==> src/rtl/art5_pkg.sv <==
// Constants, addresses and field layout shared by the auto-reload timer
package art5_pkg;

	// Register data width
	localparam int ART5_DW = 8;

	// Register addresses on the special function register bus
	localparam logic [7:0] ART5_ADDR_CONTROL = 8'hC8;
	localparam logic [7:0] ART5_ADDR_RELOAD_LOW = 8'hCA;
	localparam logic [7:0] ART5_ADDR_RELOAD_HIGH = 8'hCB;
	localparam logic [7:0] ART5_ADDR_COUNT_LOW = 8'hCC;
	localparam logic [7:0] ART5_ADDR_COUNT_HIGH = 8'hCD;

	// Control register field positions
	localparam int ART5_BIT_HIGH_FLAG = 7;
	localparam int ART5_BIT_LOW_FLAG = 6;
	localparam int ART5_BIT_LOW_IRQ_EN = 5;
	localparam int ART5_BIT_SPLIT = 3;
	localparam int ART5_BIT_RUN = 2;
	localparam int ART5_BIT_EXT_SEL = 0;

	// Reset values
	localparam logic [7:0] ART5_CONTROL_RESET = 8'h00;
	localparam logic [7:0] ART5_BYTE_RESET = 8'h00;
	localparam logic [7:0] ART5_READ_ZERO = 8'h00;

	// Count limits
	localparam logic [7:0] ART5_BYTE_MAX = 8'hFF;
	localparam logic [7:0] ART5_BYTE_ONE = 8'h01;

	// Prescaler for the divided system clock
	localparam int ART5_SYS_DIV = 12;
	localparam logic [3:0] ART5_SYS_DIV_LAST = 4'(ART5_SYS_DIV - 1);
	localparam logic [3:0] ART5_SYS_DIV_ZERO = 4'h0;
	localparam logic [3:0] ART5_SYS_DIV_STEP = 4'h1;

	// Divider for the synchronized external oscillator
	localparam int ART5_EXT_DIV = 8;
	localparam logic [2:0] ART5_EXT_DIV_LAST = 3'(ART5_EXT_DIV - 1);
	localparam logic [2:0] ART5_EXT_DIV_ZERO = 3'h0;
	localparam logic [2:0] ART5_EXT_DIV_STEP = 3'h1;

endpackage : art5_pkg

==> src/rtl/art5_tick_if.sv <==
// Interface carrying the prescaled tick enables to the timer core
`timescale 1ns/1ps
interface art5_tick_if;
	// One-cycle enable every twelfth system clock
	logic div12_tick;
	// One-cycle enable every eighth synchronized external edge
	logic ext8_tick;

	// Tick source side
	modport src (output div12_tick, output ext8_tick);
	// Tick consumer side
	modport dst (input div12_tick, input ext8_tick);
endinterface : art5_tick_if

==> src/rtl/art5_tick_gen.sv <==
// Prescaler for the divided system clock and the synchronized external clock
`timescale 1ns/1ps
module art5_tick_gen
	import art5_pkg::*;
(
	// Clock and reset
	input wire logic i_core_clk,
	input wire logic i_sys_rst,
	// External oscillator pin, asynchronous
	input wire logic i_ext_osc,
	// Tick enables out
	art5_tick_if.src ticks
);

	logic [3:0] sys_div; // Divide-by-twelve phase
	logic ext_meta; // First synchroniser stage
	logic ext_sync; // Second synchroniser stage
	logic ext_prev; // Delayed copy for edge detection
	logic [2:0] ext_div; // Divide-by-eight phase
	wire ext_rise = ext_sync & ~ext_prev; // Rising edge of the synced oscillator
	wire sys_wrap = (sys_div == ART5_SYS_DIV_LAST); // Last phase of twelve

	// Single-cycle tick pulses for the divided sources
	assign ticks.div12_tick = sys_wrap;
	assign ticks.ext8_tick = ext_rise & (ext_div == ART5_EXT_DIV_LAST);

	// System clock divided by twelve
	always_ff @(posedge i_core_clk or posedge i_sys_rst) begin
		if (i_sys_rst) begin
			sys_div <= ART5_SYS_DIV_ZERO;
		end else begin
			sys_div <= sys_wrap ? ART5_SYS_DIV_ZERO : sys_div + ART5_SYS_DIV_STEP;
		end
	end

	// External oscillator synchronised, then divided by eight
	always_ff @(posedge i_core_clk or posedge i_sys_rst) begin
		if (i_sys_rst) begin
			ext_meta <= 1'b0;
			ext_sync <= 1'b0;
			ext_prev <= 1'b0;
			ext_div <= ART5_EXT_DIV_ZERO;
		end else begin
			ext_meta <= i_ext_osc;
			ext_sync <= ext_meta;
			ext_prev <= ext_sync;
			if (ext_rise) begin
				ext_div <= ext_div + ART5_EXT_DIV_STEP;
			end
		end
	end

endmodule // art5_tick_gen

==> src/rtl/art5_byte_counter.sv <==
// One eight-bit count byte with software load, increment and reload
`timescale 1ns/1ps
module art5_byte_counter
	import art5_pkg::*;
(
	// Clock and reset
	input wire logic i_core_clk,
	input wire logic i_sys_rst,
	// Software write of the count value
	input wire logic i_write,
	input wire logic [7:0] i_write_value,
	// Counting controls
	input wire logic i_increment,
	input wire logic i_reload,
	input wire logic [7:0] i_reload_value,
	// Count state
	output logic [7:0] o_count,
	output logic o_at_max
);

	logic [7:0] next_count; // Value for the next edge

	// Terminal count seen by the wrap logic
	assign o_at_max = (o_count == ART5_BYTE_MAX);

	// Software write wins, then reload, then plain increment
	always_comb begin
		next_count = o_count;
		if (i_write) begin
			next_count = i_write_value;
		end else if (i_reload) begin
			next_count = i_reload_value;
		end else if (i_increment) begin
			next_count = o_count + ART5_BYTE_ONE;
		end
	end

	// Count register, cleared by reset
	always_ff @(posedge i_core_clk or posedge i_sys_rst) begin
		if (i_sys_rst) begin
			o_count <= ART5_BYTE_RESET;
		end else begin
			o_count <= next_count;
		end
	end

endmodule // art5_byte_counter

==> src/rtl/art5_timer.sv <==
// Auto-reload timer top: register port, mode logic, flags and interrupt request
`timescale 1ns/1ps

// Functional notes
// - Two eight-bit bytes form one 16-bit counter
// - Clock: system, system/12, or synced external/8
// - Split bit clear gives 16-bit auto-reload
// - 16-bit wrap loads reload bytes, sets high flag
// - Timer irq enable: interrupt on high flag
// - 16-bit: low irq enable adds low-byte interrupts
// - Split, capture off: two eight-bit auto-reload counters
// - Split: run bit gates high byte only
// - Split: per-byte select plus shared external select
// - Flags set on each byte's wrap
// - Split: interrupt on either byte when enabled
// - Only software clears the overflow flags
// - Control bits 7,6,5,3; bit 4 reads zero
// - Bit 2 run, bit 1 zero, bit 0 external
module art5_timer
	import art5_pkg::*;
(
	// Clock and reset
	input wire logic i_core_clk,
	input wire logic i_sys_rst,
	// Special function register port
	input wire logic [7:0] i_sfr_addr,
	input wire logic i_sfr_write,
	input wire logic i_sfr_read,
	input wire logic [7:0] i_sfr_wdata,
	output logic [7:0] o_sfr_rdata,
	// Clock selection bits held in the system clock-select register
	input wire logic i_high_byte_clock_select,
	input wire logic i_low_byte_clock_select,
	// Capture enable bit from outside this block
	input wire logic i_capture_enable_bit,
	// Timer interrupt enable from the extended interrupt-enable register
	input wire logic i_timer_irq_enable,
	// External oscillator pin
	input wire logic i_ext_osc,
	// Interrupt request to the interrupt controller
	output logic o_irq_request
);

	// Pick the tick for one byte from its select and the shared external select
	function automatic logic art5_pick_tick(
		input logic sel_sys,
		input logic sel_ext,
		input logic div12_tick,
		input logic ext8_tick
	);
		logic picked;
		picked = sel_sys ? 1'b1 : (sel_ext ? ext8_tick : div12_tick);
		return picked;
	endfunction

	// True when the bus address names the given register
	function automatic logic art5_addr_hit(
		input logic [7:0] addr,
		input logic [7:0] target
	);
		logic hit;
		hit = (addr == target);
		return hit;
	endfunction

	// A byte wraps when it steps while at its terminal count
	function automatic logic art5_wraps(
		input logic step,
		input logic at_max
	);
		logic wraps;
		wraps = step & at_max;
		return wraps;
	endfunction

	// Control byte as read back, built from the named field positions
	function automatic logic [7:0] art5_control_byte(
		input logic high_flag,
		input logic low_flag,
		input logic low_irq_en,
		input logic split,
		input logic run,
		input logic ext_sel
	);
		logic [7:0] ctl_byte;
		ctl_byte = ART5_READ_ZERO; // Unused bits 4 and 1 stay zero
		ctl_byte[ART5_BIT_HIGH_FLAG] = high_flag;
		ctl_byte[ART5_BIT_LOW_FLAG] = low_flag;
		ctl_byte[ART5_BIT_LOW_IRQ_EN] = low_irq_en;
		ctl_byte[ART5_BIT_SPLIT] = split;
		ctl_byte[ART5_BIT_RUN] = run;
		ctl_byte[ART5_BIT_EXT_SEL] = ext_sel;
		return ctl_byte;
	endfunction

	// Control register storage
	logic high_overflow_flag; // Set on high-byte wrap
	logic low_overflow_flag; // Set on low-byte wrap
	logic low_byte_irq_enable; // Adds low-byte interrupts
	logic split_mode_bit; // Two eight-bit timers when set with capture off; both bytes hold with capture on
	logic run_control_bit; // Run gate
	logic external_clock_select; // External/8 instead of system/12

	// Reload bytes
	logic [7:0] reload_low_byte; // Reload value for the low byte
	logic [7:0] reload_high_byte; // Reload value for the high byte

	// The two count bytes are read separately, so a carry may fall between two reads
	// Count bytes, held inside the byte counters
	logic [7:0] count_low_byte; // Low count byte
	logic [7:0] count_high_byte; // High count byte
	logic low_at_max; // Low byte at 0xFF
	logic high_at_max; // High byte at 0xFF

	// Next values of the flags
	logic next_high_flag; // High flag for the next edge
	logic next_low_flag; // Low flag for the next edge

	// Tick enables from the prescaler
	art5_tick_if ticks ();

	// Divided sources arrive as one-cycle enables; every register stays on the system clock
	// Prescaler and external clock synchroniser
	art5_tick_gen u_tick_gen (
		.i_core_clk (i_core_clk),
		.i_sys_rst (i_sys_rst),
		.i_ext_osc (i_ext_osc),
		.ticks (ticks)
	);

	// Register selects shared by the write and read paths
	wire sel_control = art5_addr_hit(i_sfr_addr, ART5_ADDR_CONTROL);
	wire sel_reload_low = art5_addr_hit(i_sfr_addr, ART5_ADDR_RELOAD_LOW);
	wire sel_reload_high = art5_addr_hit(i_sfr_addr, ART5_ADDR_RELOAD_HIGH);
	wire sel_count_low = art5_addr_hit(i_sfr_addr, ART5_ADDR_COUNT_LOW);
	wire sel_count_high = art5_addr_hit(i_sfr_addr, ART5_ADDR_COUNT_HIGH);

	// Address decode for writes
	// An unmapped write matches no select and is dropped
	wire wr_control = i_sfr_write & sel_control;
	wire wr_reload_low = i_sfr_write & sel_reload_low;
	wire wr_reload_high = i_sfr_write & sel_reload_high;
	wire wr_count_low = i_sfr_write & sel_count_low;
	wire wr_count_high = i_sfr_write & sel_count_high;

	// Mode decode; split mode with capture enabled is not a counting mode of this block,
	// so both bytes then hold their value
	wire mode_16bit = ~split_mode_bit;
	wire mode_split = split_mode_bit & ~i_capture_enable_bit;

	// Tick for the low byte, also used for the whole counter in 16-bit mode
	// The high byte select only matters in split mode
	wire low_tick = art5_pick_tick(i_low_byte_clock_select, external_clock_select,
		ticks.div12_tick, ticks.ext8_tick);
	// Tick for the high byte in split mode
	wire high_tick = art5_pick_tick(i_high_byte_clock_select, external_clock_select,
		ticks.div12_tick, ticks.ext8_tick);

	// Low byte steps in 16-bit mode when running, always in split mode
	wire low_inc_16 = mode_16bit & run_control_bit & low_tick;
	wire low_inc_split = mode_split & low_tick;
	wire low_inc = low_inc_16 | low_inc_split;

	// High byte carries from the low byte, or runs on its own tick in split mode
	// The carry comes from the low byte's own step, so both bytes move on one edge
	wire high_inc_16 = art5_wraps(low_inc_16, low_at_max);
	wire high_inc_split = mode_split & run_control_bit & high_tick;
	wire high_inc = high_inc_16 | high_inc_split;

	// Wrap events of each byte
	wire low_wrap = art5_wraps(low_inc, low_at_max);
	wire high_wrap = art5_wraps(high_inc, high_at_max);

	// Full 16-bit wrap reloads both bytes together
	wire wrap_16 = mode_16bit & high_wrap;
	wire reload_low_now = wrap_16 | (mode_split & low_wrap);
	wire reload_high_now = wrap_16 | (mode_split & high_wrap);

	// A software count write beats a reload or a step in the same cycle
	// Low count byte
	art5_byte_counter u_low_byte (
		.i_core_clk (i_core_clk),
		.i_sys_rst (i_sys_rst),
		.i_write (wr_count_low),
		.i_write_value (i_sfr_wdata),
		.i_increment (low_inc),
		.i_reload (reload_low_now),
		.i_reload_value (reload_low_byte),
		.o_count (count_low_byte),
		.o_at_max (low_at_max)
	);

	// High count byte
	art5_byte_counter u_high_byte (
		.i_core_clk (i_core_clk),
		.i_sys_rst (i_sys_rst),
		.i_write (wr_count_high),
		.i_write_value (i_sfr_wdata),
		.i_increment (high_inc),
		.i_reload (reload_high_now),
		.i_reload_value (reload_high_byte),
		.o_count (count_high_byte),
		.o_at_max (high_at_max)
	);

	// The flags share the control register, so any control write also writes them;
	// software that wants to keep a flag writes it back as one
	// Flag update: a wrap in the cycle of a software write still sets the flag
	always_comb begin
		next_high_flag = high_overflow_flag;
		next_low_flag = low_overflow_flag;
		// Software may write either value; hardware never clears
		if (wr_control) begin
			next_high_flag = i_sfr_wdata[ART5_BIT_HIGH_FLAG];
			next_low_flag = i_sfr_wdata[ART5_BIT_LOW_FLAG];
		end
		// Set wins over a simultaneous clear
		if (high_wrap) begin
			next_high_flag = 1'b1;
		end
		if (low_wrap) begin
			next_low_flag = 1'b1;
		end
	end

	// Overflow flags
	always_ff @(posedge i_core_clk or posedge i_sys_rst) begin
		if (i_sys_rst) begin
			high_overflow_flag <= ART5_CONTROL_RESET[ART5_BIT_HIGH_FLAG];
			low_overflow_flag <= ART5_CONTROL_RESET[ART5_BIT_LOW_FLAG];
		end else begin
			high_overflow_flag <= next_high_flag;
			low_overflow_flag <= next_low_flag;
		end
	end

	// Writable control fields; bits 4 and 1 have no storage
	always_ff @(posedge i_core_clk or posedge i_sys_rst) begin
		if (i_sys_rst) begin
			low_byte_irq_enable <= ART5_CONTROL_RESET[ART5_BIT_LOW_IRQ_EN];
			split_mode_bit <= ART5_CONTROL_RESET[ART5_BIT_SPLIT];
			run_control_bit <= ART5_CONTROL_RESET[ART5_BIT_RUN];
			external_clock_select <= ART5_CONTROL_RESET[ART5_BIT_EXT_SEL];
		end else if (wr_control) begin
			low_byte_irq_enable <= i_sfr_wdata[ART5_BIT_LOW_IRQ_EN];
			split_mode_bit <= i_sfr_wdata[ART5_BIT_SPLIT];
			run_control_bit <= i_sfr_wdata[ART5_BIT_RUN];
			external_clock_select <= i_sfr_wdata[ART5_BIT_EXT_SEL];
		end
	end

	// A new reload value is used from the first wrap after its write edge;
	// a wrap on the write edge itself still loads the old value
	// Reload bytes, plain read/write storage
	always_ff @(posedge i_core_clk or posedge i_sys_rst) begin
		if (i_sys_rst) begin
			reload_low_byte <= ART5_BYTE_RESET;
			reload_high_byte <= ART5_BYTE_RESET;
		end else begin
			if (wr_reload_low) begin
				reload_low_byte <= i_sfr_wdata;
			end
			if (wr_reload_high) begin
				reload_high_byte <= i_sfr_wdata;
			end
		end
	end

	// Control register as read back; unused bits are zero
	wire [7:0] control_view = art5_control_byte(high_overflow_flag, low_overflow_flag, low_byte_irq_enable,
		split_mode_bit, run_control_bit, external_clock_select);

	// Read selection; unmapped addresses read zero
	// A read beside a write in one cycle sees the value from before the write
	wire [7:0] read_select =
		sel_control ? control_view :
		sel_reload_low ? reload_low_byte :
		sel_reload_high ? reload_high_byte :
		sel_count_low ? count_low_byte :
		sel_count_high ? count_high_byte :
		ART5_READ_ZERO;

	// Read data register, loaded on a read strobe
	// Registered, so data follows the strobe by one cycle and then stands
	always_ff @(posedge i_core_clk or posedge i_sys_rst) begin
		if (i_sys_rst) begin
			o_sfr_rdata <= ART5_READ_ZERO;
		end else if (i_sfr_read) begin
			o_sfr_rdata <= read_select;
		end
	end

	// Interrupt request: high flag always, low flag when its enable is set
	// With low-byte interrupts on, the handler reads both flags to tell the source;
	// the request stays high until software clears the flag that caused it
	wire irq_from_high = high_overflow_flag;
	wire irq_from_low = low_byte_irq_enable & low_overflow_flag;

	// Level request held until software clears the causing flag
	assign o_irq_request = i_timer_irq_enable & (irq_from_high | irq_from_low);

endmodule // art5_timer

==> config.mk <==
export PLATFORM = sky130hd
export DESIGN_NAME = art5_timer
export DESIGN_NICKNAME = d
export VERILOG_FILES = /design/src/rtl/art5_pkg.sv /design/src/rtl/art5_tick_if.sv /design/src/rtl/art5_tick_gen.sv /design/src/rtl/art5_byte_counter.sv /design/src/rtl/art5_timer.sv
export SDC_FILE = /design/constraint.sdc
export NUM_CORES = 1
export LEC_CHECK = 0
export BUFFER_PORTS_ARGS = -buffer_cell sky130_fd_sc_hd__buf_2
export CAP_MARGIN = 40
export CORE_MARGIN = 4
export CORE_UTILIZATION = 45
export CTS_BUF_LIST = sky130_fd_sc_hd__clkbuf_8
export DETAILED_ROUTE_END_ITERATION = 8
export GPL_TIMING_DRIVEN = 0
export PLACE_DENSITY = 0.61
export SYNTH_ARGS = -nofsm -noshare
export SYNTH_HDL_FRONTEND = slang
export SYNTH_SLANG_ARGS = --single-unit
==> constraint.sdc <==
create_clock -name i_core_clk -period 3.65 [get_ports i_core_clk]
set_input_delay 1.095 -clock i_core_clk [delete_from_list [all_inputs] [get_ports i_core_clk]]
set_output_delay 1.095 -clock i_core_clk [all_outputs]
set_load 0.02 [all_outputs]
==> results.ini <==
[setup_path]
worstPathArrival_ps=1460
critPathTopFamily=buffers and inverters
cpPeakStageDelay_ps=150
required_ps=2550
path_common_cell=buf_2
r2r_slack_ps=1330
cp_max_fo=1
cp_num_buf_inv=2
crit_slowest_cell=buf_2
cp-start-kind=primary input
cp_cell_sequence=buf_2, nor2b_1, buf_2
crit_path_end_kind=output port
worst-path-stages=3
critPathKind=in2out
r2r_cells=7

[placement]
portBuffers=33
hpwl_um=6136
gp_congestion=0.9094
dpl_worst_slack_ps=833.3

[global_route]
grt_pass1_wl_um=13280
first_global_vias=2378
grt_usage_pct=19.71
antenna_found_initial=0
grt_max_degree=32
grt-ovfl-total=0

[logic_synthesis]
yosysWarnings=0
yosysTopAreaCellShare_pct=43.70
synth-seq-cells=56
yosysSeqAreaShare_pct=43.70
ys_types=56
synth.avg_cell_area_um2=10.58
synth.net_count=333
ys_dominant_reg_cell=dfrtp_1
async_reset_ff_share_pct=100.0
syn_inst=303
syn-cell-area_mm2=0.003207
synth_edf_count=0
ys_top_cells_by_area=dfrtp_1 (44%), mux2_2 (9.5%), mux2i_1 (5.9%)
yosys.area.top_type=dfrtp_1

[layout]
regArea_mm2=0.001401
diodes=0
area_growth_pct=12.52
fill_cells=667
drive_gt1_share_pct=25.58
layout.nets=374
multi_input_area_mm2=0.001708

[run_status]
outcome=finished clean

[cts]
clk_latency_ps=310
cts_setup_buffers=0
postCtsHoldBufs=0
clockBufferDepth=2
clk_pin_slew_ps=90
root_buffer=clkbuf_8
tritoncts=yes
post_cts_resized=0
htreeDepth=2
numCtsBuffers=5
clock_sink_count=56

[sta]
fin_ws_ps=1096
fin_crit_sh_pct=69.98
hold_viol=0
grt_setup_unrepaired=no
tns_ps=0
final_max_slew_viol_count=0
timing.hold.ws_ps=357.3
worst_pin_slew_ps=592.8
fin_worst_skew_ps=10.53
setup_viol=0
timing.fmax_mhz=391.5
maxSlewHeadroom_pct=60.48
min_period_ps=2554

[routing]
first_pass_iters=4
wire_per_inst_um=18.31
vias_per_cell=5.757
drtAntennaViolNets=0
routed_wl_um=8057
vias=2533
drt_iter0_drc=221
route.detailed.drc=0

[worst_hold_path]
holdCritPathClass=reg2reg
hold_depth=0

[floorplan]
core.rowCount=30
dieHeight_um=92.42
core_area_mm2=0.006869
chipWidth_um=92.42
start_util_pct=46.68
ioPinCount=34
die-area_mm2=0.008541

[power]
internal_power_mw=0.9806
pwr-share-clk_pct=26.3
powerDensity_mw_per_mm2=384.9
power.switching_fraction_pct=29.40
p_comb_share_pct=18.0
p_total_mw=1.389
seqPwrFrac_pct=55.7
p_leak_nw=1.597
p_sw_mw=0.4083
vdd_drop_max_uv=214.1

[flow_run]
cap_violations=0

## registers in the layout, indices dropped and copies added (netlist names)
register,count
external_clock_select,1
high_overflow_flag,1
low_byte_irq_enable,1
low_overflow_flag,1
o_sfr_rdata,8
reload_high_byte,8
reload_low_byte,8
run_control_bit,1
split_mode_bit,1
u_high_byte.o_count,8
u_low_byte.o_count,8
u_tick_gen.ext_div,3
u_tick_gen.ext_meta,1
u_tick_gen.ext_prev,1
u_tick_gen.ext_sync,1
u_tick_gen.sys_div,4
## cells by family after synthesis
group / Yosys count / share of synthesized area, %
xor gates and xnor gates: 9 / 2.458
buffers and inverters: 22 / 3.043
AOI/OAI and AO/OA: 67 / 14.98
DFF: 56 / 43.70
adders and majority gates: 5 / 1.951
muxes: 46 / 15.41
and+or+nand+nor: 98 / 18.46
## cell usage after synthesis, types with 3 or more instances
master,n
a211oi_1,5
a21oi_1,14
a22oi_1,3
a31oi_1,4
and3_1,7
clkbuf_1,4
dfrtp_1,56
ha_1,5
inv_1,12
mux2_2,27
mux2i_1,19
nand2_1,17
nand2b_1,3
nand3_1,9
nand4_1,4
nor2_1,12
nor2b_1,11
nor3_1,14
nor3_4,3
o21ai_0,10
o21ai_1,9
o22a_1,3
o22ai_1,4
xnor2_1,4
xor2_1,5
## power by group through the flow
stage	Clock [mW]	Combinational, mW	Sequential [mW]
3_5_place_dp	0	0.253	0.784
2_1_floorplan	0	0.186	0.758
5_1_grt	0.406	0.285	0.783
4_1_cts	0.375	0.254	0.772
3_3_place_gp	0	0.241	0.783
6_report	0.365	0.251	0.773
## per-stage QoR
stage / instances / area [µm²] / util (%)
finish: 440 / 3608 / 52.53
detailed placement: 433 / 3512 / 51.13
global placement: 432 / 3492 / 50.84
CTS: 440 / 3608 / 52.53
global route: 440 / 3608 / 52.53
floorplan: 303 / 3207 / -
## cell type report
cell class | instances | area share [%]
plain buffers | 10 | 1.456
clock buffers | 7 | 2.670
inverters | 12 | 1.248
multi-input cells | 225 | 47.33
flip-flops and latches | 56 | 38.83
well taps | 96 | 3.329
repair buffers | 34 | 5.132
## worst paths after layout
check,startpoint,endpoint
hold / removal,u_tick_gen.ext_meta,u_tick_gen.ext_sync
setup / recovery,i_timer_irq_enable,o_irq_request
hold reg to reg,u_tick_gen.ext_meta,u_tick_gen.ext_sync
max in group asynchronous,i_sys_rst,u_low_byte.o_count[2]
min in group asynchronous,i_sys_rst,o_sfr_rdata[7]
setup reg to reg,u_tick_gen.ext_div[0],u_low_byte.o_count[2]
## routing by layer
layer	track usage [%]	routed length, µm
met1	29.63	3885
met2	30.15	3666
met3	3.168	429
met4	3.589	74
met5	0	0
## layout by cell type, fill, tap and decap left out, types with 3 or more instances in the layout
cell type / n
clkbuf_8: 7
nor3_1: 14
inv_1: 11
o21ai_1: 9
mux2_2: 27
xor2_1: 5
nor2b_1: 11
a31oi_1: 4
nand3_1: 9
o22a_1: 3
clkbuf_1: 4
xnor2_1: 4
ha_1: 5
nand2_1: 17
nand4_1: 4
and3_1: 7
a21oi_1: 14
o21ai_0: 10
a211oi_1: 5
mux2i_1: 19
nand2b_1: 3
buf_2: 35
a22oi_1: 3
dfrtp_1: 56
nor3_4: 3
o22ai_1: 4
nor2_1: 12
Note: power is estimated with default switching activity, not from simulation.
